==> config.mk <==
export PLATFORM = sky130hd
export DESIGN_NAME = ljq_top
export DESIGN_NICKNAME = d
export VERILOG_FILES = /design/src/include/ljq_pkg.sv /design/src/design/ljq_bit_mem.sv /design/src/design/ljq_eq_step.sv /design/src/design/ljq_top.sv
export SDC_FILE = /design/constraint.sdc
export NUM_CORES = 1
export LEC_CHECK = 0
export BUFFER_PORTS_ARGS = -buffer_cell sky130_fd_sc_hd__buf_2
export CELL_PAD_IN_SITES_DETAIL_PLACEMENT = 2
export CELL_PAD_IN_SITES_GLOBAL_PLACEMENT = 2
export CORE_MARGIN = 4
export CORE_UTILIZATION = 39
export DETAILED_ROUTE_END_ITERATION = 10
export MAX_ROUTING_LAYER = met4
export PLACE_DENSITY = 0.86
export SLEW_MARGIN = 20
export SYNTH_ARGS = -nofsm -noshare
export SYNTH_HDL_FRONTEND = slang
export SYNTH_SLANG_ARGS = --single-unit
==> constraint.sdc <==
create_clock -name sys_clk_i -period 8.75 [get_ports sys_clk_i]
set_clock_uncertainty 0.05 [all_clocks]
set_input_delay 0.875 -clock sys_clk_i [delete_from_list [all_inputs] [get_ports sys_clk_i]]
set_output_delay 0.875 -clock sys_clk_i [all_outputs]
set_load 0.05 [all_outputs]
==> src/include/ljq_pkg.sv <==
// Shared constants and carriers for the line-interface jitter and equalizer control
package ljq_pkg;
    // Register byte addresses on the microprocessor port
    localparam logic [7:0] ADDR_ATT_CTRL   = 8'h12;
    localparam logic [7:0] ADDR_EQ_HIGH    = 8'h13;
    localparam logic [7:0] ADDR_EQ_LOW     = 8'h16;
    localparam logic [7:0] ADDR_ATT_STATUS = 8'h1A;

    // Control word fields
    localparam int CENTER_BIT = 6;
    localparam int DEPTH_LSB  = 3;
    localparam int DEPTH_W    = 3;
    localparam int CLEAR_BIT  = 2;
    localparam logic [7:0] ATT_CTRL_MASK = 8'h7C;

    // Status word fields
    localparam int STAT_EMPTY_BIT = 7;
    localparam int STAT_FULL_BIT  = 6;

    // Reset values
    localparam logic [7:0] ATT_CTRL_RST = 8'h00;
    localparam logic [7:0] EQ_HIGH_RST  = 8'hBB;
    localparam logic [7:0] EQ_LOW_RST   = 8'h30;

    // Depth granularity and largest depth
    localparam logic [7:0] DEPTH_STEP = 8'h10;
    localparam int         DEPTH_MAX  = 128;
    localparam int         PTR_W      = 7;

    typedef struct packed {
        logic [7:0] addr;
        logic       wr;
        logic       rd;
        logic [7:0] wdata;
    } ljq_cpu_req_t;

    typedef struct packed {
        logic       empty;
        logic       full;
        logic [7:0] level;
    } ljq_fifo_stat_t;
endpackage

==> src/design/ljq_bit_mem.sv <==
// Jitter attenuator data store, never cleared
`timescale 1ns/100ps
module ljq_bit_mem #(
    parameter int DEPTH = 128,
    parameter int AW    = 7
) (
    input  wire logic          sys_clk_i,
    input  wire logic          wr_en_i,
    input  wire logic [AW-1:0] wr_addr_i,
    input  wire logic          wr_data_i,
    input  wire logic          rd_en_i,
    input  wire logic [AW-1:0] rd_addr_i,
    output logic               rd_data_o
);
    // No reset here: a clear leaves stored bits in place
    logic mem_r [DEPTH];

    always_ff @(posedge sys_clk_i) begin
        if (wr_en_i) begin
            mem_r[wr_addr_i] <= wr_data_i;
        end
    end

    always_ff @(posedge sys_clk_i) begin
        if (rd_en_i) begin
            rd_data_o <= mem_r[rd_addr_i];
        end
    end
endmodule // ljq_bit_mem

==> src/design/ljq_eq_step.sv <==
// Automatic equalizer level stepper driven by peak count thresholds
`timescale 1ns/100ps
module ljq_eq_step #(
    parameter int LEVEL_W = 4
) (
    input  wire logic               sys_clk_i,
    input  wire logic               reset_i,
    input  wire logic               auto_eq_i,
    input  wire logic               peak_valid_i,
    input  wire logic [7:0]         peak_count_i,
    input  wire logic [7:0]         upper_limit_i,
    input  wire logic [7:0]         lower_limit_i,
    output logic [LEVEL_W-1:0]      eq_level_o
);
    import ljq_pkg::*;

    localparam logic [LEVEL_W-1:0] LEVEL_TOP = {LEVEL_W{1'b1}};

    logic [LEVEL_W-1:0] level_r;
    logic [LEVEL_W-1:0] level_nxt;
    wire                sample_ok  = auto_eq_i && peak_valid_i;                  // [RULE9]
    wire                too_high   = peak_count_i > upper_limit_i;
    wire                too_low    = peak_count_i < lower_limit_i;
    wire                step_down  = sample_ok && too_high && (level_r != '0);  // [RULE7]
    wire                step_up    = sample_ok && !too_high && too_low
                                     && (level_r != LEVEL_TOP);                  // [RULE8]

    // Inside the band, or when a step would pass zero or LEVEL_TOP, level holds
    assign level_nxt = step_down ? level_r - 1'b1 :
                       step_up   ? level_r + 1'b1 : level_r;                     // [RULE13]

    always_ff @(posedge sys_clk_i) begin
        if (reset_i) begin
            level_r <= '0;
        end else begin
            level_r <= level_nxt;
        end
    end

    assign eq_level_o = level_r;

    property p_step_down;
        @(posedge sys_clk_i) disable iff (reset_i)
        (auto_eq_i && peak_valid_i && peak_count_i > upper_limit_i && level_r != '0)
        |=> (level_r == $past(level_r) - 1'b1);
    endproperty
    a_step_down: assert property (p_step_down) else $error("level did not drop"); // [RULE7]

    property p_step_up;
        @(posedge sys_clk_i) disable iff (reset_i)
        (auto_eq_i && peak_valid_i && peak_count_i < lower_limit_i
         && peak_count_i <= upper_limit_i && level_r != LEVEL_TOP)
        |=> (level_r == $past(level_r) + 1'b1);
    endproperty
    a_step_up: assert property (p_step_up) else $error("level did not rise"); // [RULE8]

    property p_band_hold;
        @(posedge sys_clk_i) disable iff (reset_i)
        (peak_valid_i && peak_count_i >= lower_limit_i && peak_count_i <= upper_limit_i)
        |=> $stable(level_r);
    endproperty
    a_band_hold: assert property (p_band_hold) else $error("level moved in band"); // [RULE13]

    property p_manual_hold;
        @(posedge sys_clk_i) disable iff (reset_i)
        !auto_eq_i |=> $stable(level_r);
    endproperty
    a_manual_hold: assert property (p_manual_hold) else $error("level moved, auto off"); // [RULE9]

    c_step_down: cover property (@(posedge sys_clk_i) disable iff (reset_i) step_down);
    c_step_up: cover property (@(posedge sys_clk_i) disable iff (reset_i) step_up);
endmodule // ljq_eq_step

==> src/design/ljq_top.sv <==
// Jitter attenuator FIFO control and equalizer threshold registers
//
// Behaviour
// [RULE1] Toggling the centering bit re-centers the attenuator FIFO read pointer.
// [RULE2] Output jitter may rise temporarily while a centering is in progress.
// [RULE3] Depth equals sixteen times depth code plus one: 16 up to 128.
// [RULE4] Writing clear as one resets attenuator pointers and status.
// [RULE5] After clear status shows empty; stored data bits stay untouched.
// [RULE6] Centering, depth and clear act only in inverse-mux mode.
// [RULE7] Peak count above upper limit selects a lower equalization level.
// [RULE8] Peak count below lower limit selects a higher equalization level.
// [RULE9] Both limits matter only when automatic equalization is selected.
// [RULE10] Software should program the upper limit with 10111011.
// [RULE11] Software should program the lower limit with 00110000.
// [RULE12] Inverse-mux mode follows the mode bit of the serial configuration.
// [RULE13] Peak count within the limits inclusive keeps the level unchanged.
// [RULE14] Either edge of the centering bit versus its last write triggers centering.
`timescale 1ns/100ps
module ljq_top #(
    parameter int LEVEL_W = 4
) (
    input  wire logic                  sys_clk_i,
    input  wire logic                  reset_i,
    input  wire ljq_pkg::ljq_cpu_req_t cpu_req_i,
    output logic [7:0]                 cpu_rdata_o,
    input  wire logic                  ima_mode_i,
    input  wire logic                  auto_eq_i,
    input  wire logic                  peak_valid_i,
    input  wire logic [7:0]            peak_count_i,
    output logic [LEVEL_W-1:0]         eq_level_o,
    input  wire logic                  att_wr_valid_i,
    input  wire logic                  att_wr_data_i,
    input  wire logic                  att_rd_req_i,
    output logic                       att_rd_valid_o,
    output logic                       att_rd_data_o,
    output logic                       att_center_o,
    output ljq_pkg::ljq_fifo_stat_t    att_stat_o
);
    import ljq_pkg::*;

    // Depth in bits for a depth code
    function automatic logic [7:0] depth_of(input logic [DEPTH_W-1:0] code);
        depth_of = DEPTH_STEP * ({5'h00, code} + 8'h01);
    endfunction

    // Pointer advance with wrap at the active depth
    function automatic logic [PTR_W-1:0] ptr_inc(input logic [PTR_W-1:0] p,
                                                 input logic [7:0]       d);
        ptr_inc = (({1'b0, p} + 8'h01) >= d) ? '0 : p + 1'b1;
    endfunction

    // Pointer step back by half the depth, modulo depth
    function automatic logic [PTR_W-1:0] ptr_back_half(input logic [PTR_W-1:0] p,
                                                       input logic [7:0]       d);
        logic [7:0] half;
        logic [7:0] sum;
        half = {1'b0, d[7:1]};
        sum  = ({1'b0, p} >= half) ? ({1'b0, p} - half) : ({1'b0, p} + d - half);
        ptr_back_half = sum[PTR_W-1:0];
    endfunction

    // Register state
    logic [7:0]         att_ctrl_r;
    logic [7:0]         eq_upper_limit_r;
    logic [7:0]         eq_lower_limit_r;
    logic [DEPTH_W-1:0] depth_code_r;
    logic [7:0]         cpu_rdata_r;

    // Attenuator FIFO state
    logic [PTR_W-1:0]   wr_ptr_r;
    logic [PTR_W-1:0]   rd_ptr_r;
    logic [7:0]         level_r;
    logic [PTR_W-1:0]   wr_ptr_nxt;
    logic [PTR_W-1:0]   rd_ptr_nxt;
    logic [7:0]         level_nxt;
    logic               rd_valid_r;
    logic               center_r;
    logic               mem_rd_data;

    // Register decode
    wire        wr_ctrl   = cpu_req_i.wr && (cpu_req_i.addr == ADDR_ATT_CTRL);
    wire        wr_upper  = cpu_req_i.wr && (cpu_req_i.addr == ADDR_EQ_HIGH);
    wire        wr_lower  = cpu_req_i.wr && (cpu_req_i.addr == ADDR_EQ_LOW);
    wire        ima_on    = ima_mode_i;                                          // [RULE12]
    wire        ctrl_take = wr_ctrl && ima_on;                                   // [RULE6]

    wire              new_center = cpu_req_i.wdata[CENTER_BIT];
    wire [DEPTH_W-1:0] new_depth = cpu_req_i.wdata[DEPTH_LSB +: DEPTH_W];
    wire              clear_req  = ctrl_take && cpu_req_i.wdata[CLEAR_BIT];      // [RULE4]
    wire              depth_chg  = ctrl_take && (new_depth != depth_code_r);     // [RULE3]
    wire              center_req = ctrl_take
                                   && (new_center != att_ctrl_r[CENTER_BIT]);    // [RULE14]

    // Active depth, taken from the last code accepted in inverse-mux mode
    wire [7:0]  depth_val = depth_of(depth_code_r);                              // [RULE3]
    wire [7:0]  half_val  = {1'b0, depth_val[7:1]};
    wire        fifo_empty = (level_r == 8'h00);
    wire        fifo_full  = (level_r == depth_val);
    // Full FIFO drops incoming bits rather than corrupting the read side
    wire        do_write  = att_wr_valid_i && !fifo_full;
    wire        do_read   = att_rd_req_i && !fifo_empty;

    // Pointer and level update; clear or depth change beats centering
    always_comb begin
        wr_ptr_nxt = wr_ptr_r;
        rd_ptr_nxt = rd_ptr_r;
        level_nxt  = level_r;
        if (clear_req || depth_chg) begin
            // Depth change restarts the pointers so they never pass the new wrap
            wr_ptr_nxt = '0;                                                     // [RULE4]
            rd_ptr_nxt = '0;
            level_nxt  = 8'h00;                                                  // [RULE5]
        end else if (center_req) begin
            rd_ptr_nxt = ptr_back_half(wr_ptr_r, depth_val);                     // [RULE1]
            level_nxt  = half_val;
        end else begin
            if (do_write) begin
                wr_ptr_nxt = ptr_inc(wr_ptr_r, depth_val);
            end
            if (do_read) begin
                rd_ptr_nxt = ptr_inc(rd_ptr_r, depth_val);
            end
            level_nxt = level_r + {7'h00, do_write} - {7'h00, do_read};
        end
    end

    always_ff @(posedge sys_clk_i) begin
        if (reset_i) begin
            wr_ptr_r <= '0;
            rd_ptr_r <= '0;
            level_r  <= 8'h00;
        end else begin
            wr_ptr_r <= wr_ptr_nxt;
            rd_ptr_r <= rd_ptr_nxt;
            level_r  <= level_nxt;
        end
    end

    // Centering slips the read phase; a short burst of output jitter is expected
    always_ff @(posedge sys_clk_i) begin
        if (reset_i) begin
            center_r   <= 1'b0;
            rd_valid_r <= 1'b0;
        end else begin
            center_r   <= center_req && !clear_req && !depth_chg;                // [RULE2]
            rd_valid_r <= do_read && !clear_req && !depth_chg && !center_req;
        end
    end

    // Control word only changes on writes accepted in inverse-mux mode
    always_ff @(posedge sys_clk_i) begin
        if (reset_i) begin
            att_ctrl_r   <= ATT_CTRL_RST;
            depth_code_r <= ATT_CTRL_RST[DEPTH_LSB +: DEPTH_W];
        end else begin
            if (ctrl_take) begin
                att_ctrl_r <= cpu_req_i.wdata & ATT_CTRL_MASK;                   // [RULE6]
            end
            if (ctrl_take) begin
                depth_code_r <= new_depth;                                       // [RULE3]
            end
        end
    end

    // Thresholds stored always, used only by the stepper when automatic
    always_ff @(posedge sys_clk_i) begin
        if (reset_i) begin
            eq_upper_limit_r <= EQ_HIGH_RST;                                     // [RULE10]
            eq_lower_limit_r <= EQ_LOW_RST;                                      // [RULE11]
        end else begin
            if (wr_upper) begin
                eq_upper_limit_r <= cpu_req_i.wdata;
            end
            if (wr_lower) begin
                eq_lower_limit_r <= cpu_req_i.wdata;
            end
        end
    end

    // Read mux, unmapped addresses read zero
    wire [7:0] stat_word = {fifo_empty, fifo_full, 6'h00};
    wire [7:0] rd_mux =
        (cpu_req_i.addr == ADDR_ATT_CTRL)   ? att_ctrl_r :
        (cpu_req_i.addr == ADDR_EQ_HIGH)    ? eq_upper_limit_r :
        (cpu_req_i.addr == ADDR_EQ_LOW)     ? eq_lower_limit_r :
        (cpu_req_i.addr == ADDR_ATT_STATUS) ? stat_word : 8'h00;

    always_ff @(posedge sys_clk_i) begin
        if (reset_i) begin
            cpu_rdata_r <= 8'h00;
        end else if (cpu_req_i.rd) begin
            cpu_rdata_r <= rd_mux;
        end
    end

    ljq_bit_mem #(
        .DEPTH (DEPTH_MAX),
        .AW    (PTR_W)
    ) u_mem (
        .sys_clk_i (sys_clk_i),
        .wr_en_i   (do_write && !clear_req && !depth_chg && !center_req),
        .wr_addr_i (wr_ptr_r),
        .wr_data_i (att_wr_data_i),
        .rd_en_i   (do_read),
        .rd_addr_i (rd_ptr_r),
        .rd_data_o (mem_rd_data)
    );

    ljq_eq_step #(
        .LEVEL_W (LEVEL_W)
    ) u_eq (
        .sys_clk_i     (sys_clk_i),
        .reset_i       (reset_i),
        .auto_eq_i     (auto_eq_i),                                              // [RULE9]
        .peak_valid_i  (peak_valid_i),
        .peak_count_i  (peak_count_i),
        .upper_limit_i (eq_upper_limit_r),
        .lower_limit_i (eq_lower_limit_r),
        .eq_level_o    (eq_level_o)
    );

    assign cpu_rdata_o      = cpu_rdata_r;
    assign att_rd_valid_o   = rd_valid_r;
    assign att_rd_data_o    = rd_valid_r ? mem_rd_data : 1'b0;
    assign att_center_o     = center_r;
    assign att_stat_o.empty = fifo_empty;
    assign att_stat_o.full  = fifo_full;
    assign att_stat_o.level = level_r;

    property p_center;
        @(posedge sys_clk_i) disable iff (reset_i)
        (center_req && !clear_req && !depth_chg)
        |=> (level_r == half_val) && att_center_o
            && (rd_ptr_r == ptr_back_half(wr_ptr_r, depth_val));
    endproperty
    a_center: assert property (p_center) else $error("centering not applied"); // [RULE1]

    property p_toggle_any;
        @(posedge sys_clk_i) disable iff (reset_i)
        (ima_on && wr_ctrl && (cpu_req_i.wdata[CENTER_BIT] != att_ctrl_r[CENTER_BIT]))
        |=> (att_center_o || fifo_empty);
    endproperty
    a_toggle_any: assert property (p_toggle_any) else $error("toggle missed"); // [RULE14]

    property p_clear;
        @(posedge sys_clk_i) disable iff (reset_i)
        clear_req |=> fifo_empty && att_stat_o.empty && (rd_ptr_r == '0) && (wr_ptr_r == '0);
    endproperty
    a_clear: assert property (p_clear) else $error("clear not applied"); // [RULE4]

    // A centering write right after the clear legally refills half the depth
    property p_clear_empty_holds;
        @(posedge sys_clk_i) disable iff (reset_i)
        (clear_req && !att_wr_valid_i) ##1 (!att_wr_valid_i && !ctrl_take) |=> fifo_empty;
    endproperty
    a_clear_empty_holds: assert property (p_clear_empty_holds) else $error("not empty"); // [RULE5]

    property p_no_ima;
        @(posedge sys_clk_i) disable iff (reset_i)
        (wr_ctrl && !ima_on) |=> $stable(depth_code_r) && $stable(att_ctrl_r) && !att_center_o;
    endproperty
    a_no_ima: assert property (p_no_ima) else $error("control acted outside mode"); // [RULE6]

    property p_depth;
        @(posedge sys_clk_i) disable iff (reset_i)
        ctrl_take |=> (depth_val == DEPTH_STEP * ({5'h00, $past(new_depth)} + 8'h01));
    endproperty
    a_depth: assert property (p_depth) else $error("depth code not applied"); // [RULE3]

    property p_level_bound;
        @(posedge sys_clk_i) disable iff (reset_i)
        level_r <= depth_val;
    endproperty
    a_level_bound: assert property (p_level_bound) else $error("fill above depth"); // [RULE3]

    property p_mode_gate;
        @(posedge sys_clk_i) disable iff (reset_i)
        !ima_mode_i |-> !ctrl_take && !clear_req && !center_req;
    endproperty
    a_mode_gate: assert property (p_mode_gate) else $error("mode gate open"); // [RULE12]

    c_center: cover property (@(posedge sys_clk_i) disable iff (reset_i) center_req);
    c_clear: cover property (@(posedge sys_clk_i) disable iff (reset_i) clear_req);
    c_full: cover property (@(posedge sys_clk_i) disable iff (reset_i) fifo_full);
endmodule // ljq_top

==> run_results.csv, run 1 <==
group,metric,value,unit
sta,setup_tns,0,ns
finish,nFillCells,2602,
min_path,hold_path_class,"flip-flop to flip-flop",
finish,fin_cells,1280,
worst_setup_path,critPathBufInv,1,
power_and_ir_drop,switching_share,0.350,
drt,top_layer,"met4",
drt,num_vias,7561,
worst_setup_path,worstRegToRegCells,12,
worst_setup_path,cp-end-kind,"flip-flop",
power_and_ir_drop,clock_power_share,0.354,
synthesis,synth_flop_cell,"edfxtp_1",
power_and_ir_drop,p_per_area,216,mW/mm²
global_route,grt_pass1_vias,8480,
finish,multi_input_area,0.00450,mm²
sta,hold_viol,0,
global_route,grt_first_pass_wirelength,51.1,mm
synthesis,yosysSeqAreaShare,0.504,
run_status,outcome,"completed",
worst_setup_path,crit_fanout,24,
die,die_area,0.0281,mm²
synthesis,async_flop_share,0,
min_path,hold_depth,2,
placement,dpl-instance-area,0.0104,mm²
drt,ant_nets,0,
placement,routabilityCongestion,0.787,
worst_setup_path,crit_family,"simple AND/OR/NAND/NOR gates",
worst_setup_path,critPathMaxStageDelay,0.79,ns
power_and_ir_drop,ir_drop,0.157,mV
finish,seqCellArea,0.00502,mm²
drt,drt-pass1-iter-count,5,
clock_network,path_clk_slew,0.09,ns
worst_setup_path,slowest_stage,"dfxtp_2",
sta,rsz0062_at_grt,"no",
finish,num-nets-final,1029,
finish,final_area,0.0111,mm²
worst_setup_path,crit_arrival,4.48,ns
clock_network,postCtsSetupRepairBufs,0,
finish,layout-drive-gt1-share,0.162,
drt,wl_per_cell,25.6,µm
synthesis,synth_enable_flop_cells,129,
clock_network,post_cts_resized,0,
synthesis,synth_area,0.00995,mm²
sta,slew_violations,0,
sta,post-route-period-util,0.476,
finish,syn2layout_area_growth,11.2,%
clock_network,htree_levels,4,
sta,worst_pin_slew,1.00,ns
drt,drc_errors,0,
synthesis,avgSynthCellArea,11.0,µm²
clock_network,cts_hold_buf,0,
drt,dr_wl_met2,16.6,mm
synthesis,synth_cell_type_count,70,
clock_network,cts_root_buf,"clkbuf_16",
worst_setup_path,worstPathCellList,"buf_4 -> and3_1 -> nand3_1 -> xnor2_1 -> ha_1 -> nor2b_1 -> o21a_1 -> o21ai_0 -> nand2_1 -> nor2_1 -> a31oi_1 -> a221oi_1",
clock_network,cts_made_buffers,17,
synthesis,ys_ff_latch,186,
worst_setup_path,required,9.06,ns
clock_network,tritoncts,"built",
clock_network,numClockSinks,186,
power_and_ir_drop,pwr-share-seq,0.419,
die,die_w,168,µm
drt,routed_wl,32.8,mm
worst_setup_path,path_depth,12,
drt,first_iter_violations,552,
synthesis,syn_nets,996,
flow_run,drv_cap,0,
synthesis,synthCells,904,
drt,met1_length,13.5,mm
global_route,grt_max_degree,129,
sta,setup_viol,0,
worst_setup_path,cp-start-kind,"flip-flop",
worst_setup_path,critical_path_class,"flip-flop to flip-flop",
synthesis,yosysWarnings,0,
global_route,antenna_found_initial,0,
finish,diodes,0,
sta,period_needed,4.16,ns
global_route,grt.total_usage,0.242,
finish,fin_util,0.441,
clock_network,cts_buffer_depth,2,
die,rows,58,
drt,viasPerCell,5.91,
placement,io_buffer_count,58,
placement,post-dp-hpwl,21.0,mm
drt,wl_met3,1.66,mm
power_and_ir_drop,p_int,1.56,mW
clock_network,clock_latency,0.46,ns
power_and_ir_drop,p_leak,4.12,nW
power_and_ir_drop,comb_power_share,0.227,
sta,fmax,240,MHz
sta,slew-limit-headroom,0.331,
die,initial_core_util,0.396,
die,die_h,168,µm
global_route,grt_remaining_overflow,0,
die,ioPinCount,59,
power_and_ir_drop,p_sw,837,µW
placement,place_inst,1248,
die,core_region_area,0.0251,mm²
[power by group through the flow]
stage / registers, mW / clock network, mW / logic (mW)
finish: 1.00 / 0.847 / 0.543
CTS: 1.00 / 0.857 / 0.539
global placement: 1.02 / 0 / 0.483
floorplan: 1.06 / 0 / 0.327
global route: 1.01 / 0.896 / 0.582
detailed placement: 1.02 / 0 / 0.517
[metrics by stage]
| step | hold WS [ns] | power, mW | setup WS, ns |
|---|---|---|---|
| after floorplan | 0.399 | 1.39 | 5.28 |
| after global placement | 0.413 | 1.50 | 5.00 |
| after detailed placement | 0.427 | 1.54 | 4.80 |
| after CTS | 0.451 | 2.40 | 4.60 |
| after global routing | 0.482 | 2.48 | 4.26 |
| final | 0.445 | 2.39 | 4.59 |
[path summary, 6_finish.rpt]
kind,start,endpoint,slack [ns]
worst min register to register,eq_lower_limit_r[7],eq_lower_limit_r[7],0.44
worst max register to register,rd_ptr_r[0],rd_ptr_r[3],4.59
worst max-delay path,rd_ptr_r[0],rd_ptr_r[3],4.59
worst min-delay path,eq_lower_limit_r[7],eq_lower_limit_r[7],0.44
[final cells by class]
| type | count | share of cell area |
|---|---|---|
| clock buffer | 17 | 0.0385 |
| clock inverter | 15 | 0.0190 |
| inverter | 43 | 0.0146 |
| multi-input combinational | 626 | 0.407 |
| sequential | 186 | 0.454 |
| tap | 330 | 0.0373 |
| timing repair buffer | 63 | 0.0300 |
[cells in the mapped netlist (13+ instances only)]
master    instances  area (µm²)
a211oi_1         17         128
xor2_1           13         114
mux4_2           24         541
mux2i_1          25         250
ha_1             54         676
dfxtp_1          57        1140
nand2_1          46         173
nor2_1          175         657
and3_1           14        87.6
o21ai_0          15        75.1
inv_1            43         161
edfxtp_1        129        3870
a21oi_1          41         205
xnor2_1          16         140
clkbuf_1         25        93.8
nand3_1          20         100
[layout by cell type, fill, tap and decap left out, types with 8 or more instances in the layout]
cell,netlist,final
and2_1,12,12
a211oi_1,17,17
xnor2_1,16,16
nand4_1,11,11
inv_1,43,43
and3_1,14,14
o21ai_0,15,15
a21oi_1,41,41
nand2_4,12,12
nand3_1,20,20
nor2b_1,8,8
ha_1,54,54
dfxtp_1,57,56
nor2_1,175,175
xor2_1,13,13
clkbuf_16,0,17
buf_2,9,58
edfxtp_1,129,129
mux2i_1,25,25
nor3_1,10,10
nand2_1,46,46
mux4_2,24,24
[layer usage]
| metal | track usage | vias to the layer above |
|---|---|---|
| met1 | 0.289 | 3916 |
| met3 | 0.0458 | 81 |
| li1 | - | 3332 |
| met2 | 0.408 | 232 |
| met4 | 0.0924 | 0 |
| met5 | - | - |
[state kept, by name, indices dropped and copies added, names as in the netlist, 2 cells and up]
| register | count |
|---|---|
| eq_lower_limit_r | 8 |
| level_r | 8 |
| u_eq.eq_level_o | 4 |
| cpu_rdata_o | 8 |
| wr_ptr_r | 7 |
| rd_ptr_r | 7 |
| depth_code_r | 2 |
| eq_upper_limit_r | 8 |
| u_mem.mem_r | 128 |
| att_ctrl_r | 3 |
[tightest hold or removal path: stages, from the launching register on]
cell,delay [ns]
dfxtp_1,0.33
nand2_1,0.06
a21oi_1,0.06
[kinds of logic after synthesis]
logic type               Yosys count  share of synthesized area
AND/OR/NAND/NOR                  349                      0.174
flip-flops                       186                      0.504
AO/OA/AOI/OAI                    139                     0.0945
buffers and inverters             92                     0.0431
adder cells (fa/ha/maj)           58                     0.0760
multiplexers                      50                     0.0806
XOR/XNOR                          30                     0.0272
Power figures use the tool's default switching activity.
==> inputs of run 2 (changes only) <==
--- a/config.mk
+++ b/config.mk
@@ -9,7 +9,7 @@
 export CELL_PAD_IN_SITES_DETAIL_PLACEMENT = 2
 export CELL_PAD_IN_SITES_GLOBAL_PLACEMENT = 2
 export CORE_MARGIN = 4
-export CORE_UTILIZATION = 39
+export CORE_UTILIZATION = 37
 export DETAILED_ROUTE_END_ITERATION = 10
 export MAX_ROUTING_LAYER = met4
 export PLACE_DENSITY = 0.86
==> constraint.sdc (replaced) <==
create_clock -name sys_clk_i -period 3.66 [get_ports sys_clk_i]
set_clock_uncertainty 0.05 [all_clocks]
set_input_delay 0.366 -clock sys_clk_i [delete_from_list [all_inputs] [get_ports sys_clk_i]]
set_output_delay 0.366 -clock sys_clk_i [all_outputs]
set_load 0.05 [all_outputs]
==> run 2 against run 1 <==
First-iteration DRC count grew 4.3%; design area is 0.85% higher; flip-flop and latch count unchanged; largest power group unchanged.
==> run_results.csv, run 2 (synthesis gave the netlist of run 1 again) <==
group,metric,value,unit
worst_setup_path,cp-start-kind,"flip-flop",
sta,period_needed,3.43,ns
clock_network,tritoncts,"built",
finish,final_area,0.0112,mm²
worst_setup_path,crit_end,"rd_ptr_r[5]",
sta,fmax,292,MHz
clock_network,cts_root_buf,"clkbuf_16",
finish,syn2layout_area_growth,12.1,%
clock_network,clock_latency,0.47,ns
die,core_region_area,0.0263,mm²
run_status,outcome,"completed",
flow_run,drv_cap,0,
placement,pre_cts_slack,0.276,ns
sta,setup_viol,0,
min_path,hold_path_class,"input pin to flip-flop",
placement,place_inst,1266,
sta,whs,0.129,ns
finish,largest_reg_flops,128,
placement,dpl-instance-area,0.0105,mm²
worst_setup_path,cp-end-kind,"flip-flop",
sta,slew-limit-headroom,0.330,
drt,ant_nets,0,
global_route,grt_remaining_overflow,0,
finish,num-nets-final,1042,
clock_network,postCtsSetupRepairBufs,0,
die,die_w,172,µm
sta,setup_tns,0,ns
worst_setup_path,reg2reg_slack,0.23,ns
sta,slew_violations,0,
global_route,grt.total_usage,0.233,
drt,num_vias,7537,
finish,top_register,"u_mem.mem_r",
finish,diodes,0,
power_and_ir_drop,ir_drop,0.271,mV
global_route,grt_max_degree,68,
worst_setup_path,worstRegToRegCells,12,
sta,post-route-period-util,0.937,
die,initial_core_util,0.378,
finish,mostFrequentLayoutCell,"nor2_1",
drt,viasPerCell,5.81,
clock_network,htree_levels,4,
global_route,grt_pass1_vias,8329,
clock_network,cts_made_buffers,17,
worst_setup_path,crit_fanout,11,
sta,worst_slack,0.230,ns
worst_setup_path,crit_arrival,3.72,ns
drt,drt-pass1-iter-count,6,
finish,fin_util,0.424,
drt,wl_per_cell,25.2,µm
placement,post-dp-hpwl,22.2,mm
worst_setup_path,crit_start,"rd_ptr_r[1]",
finish,layout-drive-gt1-share,0.175,
drt,drc_errors,0,
drt,routed_wl,32.7,mm
worst_setup_path,required,3.95,ns
worst_setup_path,timing.rr.end,"rd_ptr_r[5]",
worst_setup_path,timing.rr.start,"rd_ptr_r[1]",
clock_network,cts_buffer_depth,2,
worst_setup_path,critical_path_class,"flip-flop to flip-flop",
placement,io_buffer_count,58,
power_and_ir_drop,p_leak,4.17,nW
die,die_h,172,µm
placement,routabilityCongestion,0.809,
die,ioPinCount,59,
finish,fin_cells,1298,
global_route,antenna_found_initial,0,
power_and_ir_drop,power,5.66,mW
sta,worst_pin_slew,1.00,ns
global_route,grt_first_pass_wirelength,50.7,mm
sta,hold_viol,0,
finish,layout_common_cells,"nor2_1 (174), edfxtp_1 (129), buf_2 (58), dfxtp_1 (56), ha_1 (54)",
drt,first_iter_violations,576,
clock_network,numClockSinks,186,
die,die_area,0.0296,mm²
sta,rsz0062_at_grt,"no",
power_and_ir_drop,p_per_area,508,mW/mm²
clock_network,path_clk_slew,0.08,ns
finish,nFillCells,2686,
die,rows,59,
clock_network,cts_hold_buf,0,
-- run 2: cell count changes in the layout (fill, tap and decap cells not counted), sizes merged --
cell      change
clkinv        +1
inv           -2
clkinvlp      +1
buf          +13
-- run 2: worst min path at each step --
| stage | start | to | depth (start not counted) |
|---|---|---|---|
| floorplan | eq_lower_limit_r[2] | eq_lower_limit_r[2] | 2 |
| global placement | cpu_rdata_o[6] | cpu_rdata_o[6] | 2 |
| detailed placement | eq_lower_limit_r[1] | eq_lower_limit_r[1] | 2 |
| CTS | cpu_req_i[0] | eq_lower_limit_r[0] | 3 |
| global route | cpu_req_i[7] | eq_upper_limit_r[7] | 2 |
| finish | cpu_req_i[0] | eq_lower_limit_r[0] | 3 |
-- run 2: metal layers --
layer  routed length [µm]  GRT usage
met5                    0          -
met4                 1010     0.0892
met3                 1620     0.0382
met2                16500      0.391
met1                13600      0.283
-- run 2: area by class of cell --
cell class	count	area, µm²	area share
multi-input combinational	626	4510	0.404
clock buffer	17	425	0.0381
timing repair buffer	76	438	0.0393
tap	335	419	0.0376
sequential	186	5020	0.450
clock inverter	15	180	0.0162
inverter	43	161	0.0145
-- run 2: power breakdown --
part           internal (mW)  switching (mW)
clock                  0.935            1.03
sequential              2.31          0.0728
combinational          0.463           0.857
total                   3.71            1.96
-- run 2: worst max-delay path, cell delays in order, from the launching register on --
cell and delay (ns):
dfxtp_1 0.36, buf_4 0.22, and3_1 0.32, nand3_1 0.14, xnor2_1 0.38, ha_1 0.32
nor2b_1 0.15, o21a_1 0.16, o21ai_0 0.17, nand2_1 0.19, nor2_2 0.29, a221oi_1 0.16
a211oi_1 0.39
-- run 2: repair_timing --
action / in CTS / in global routing
setup endpoints to repair: 0 / 6
gates resized for setup: 0 / 4
endpoints found under the hold margin: 0 / 0
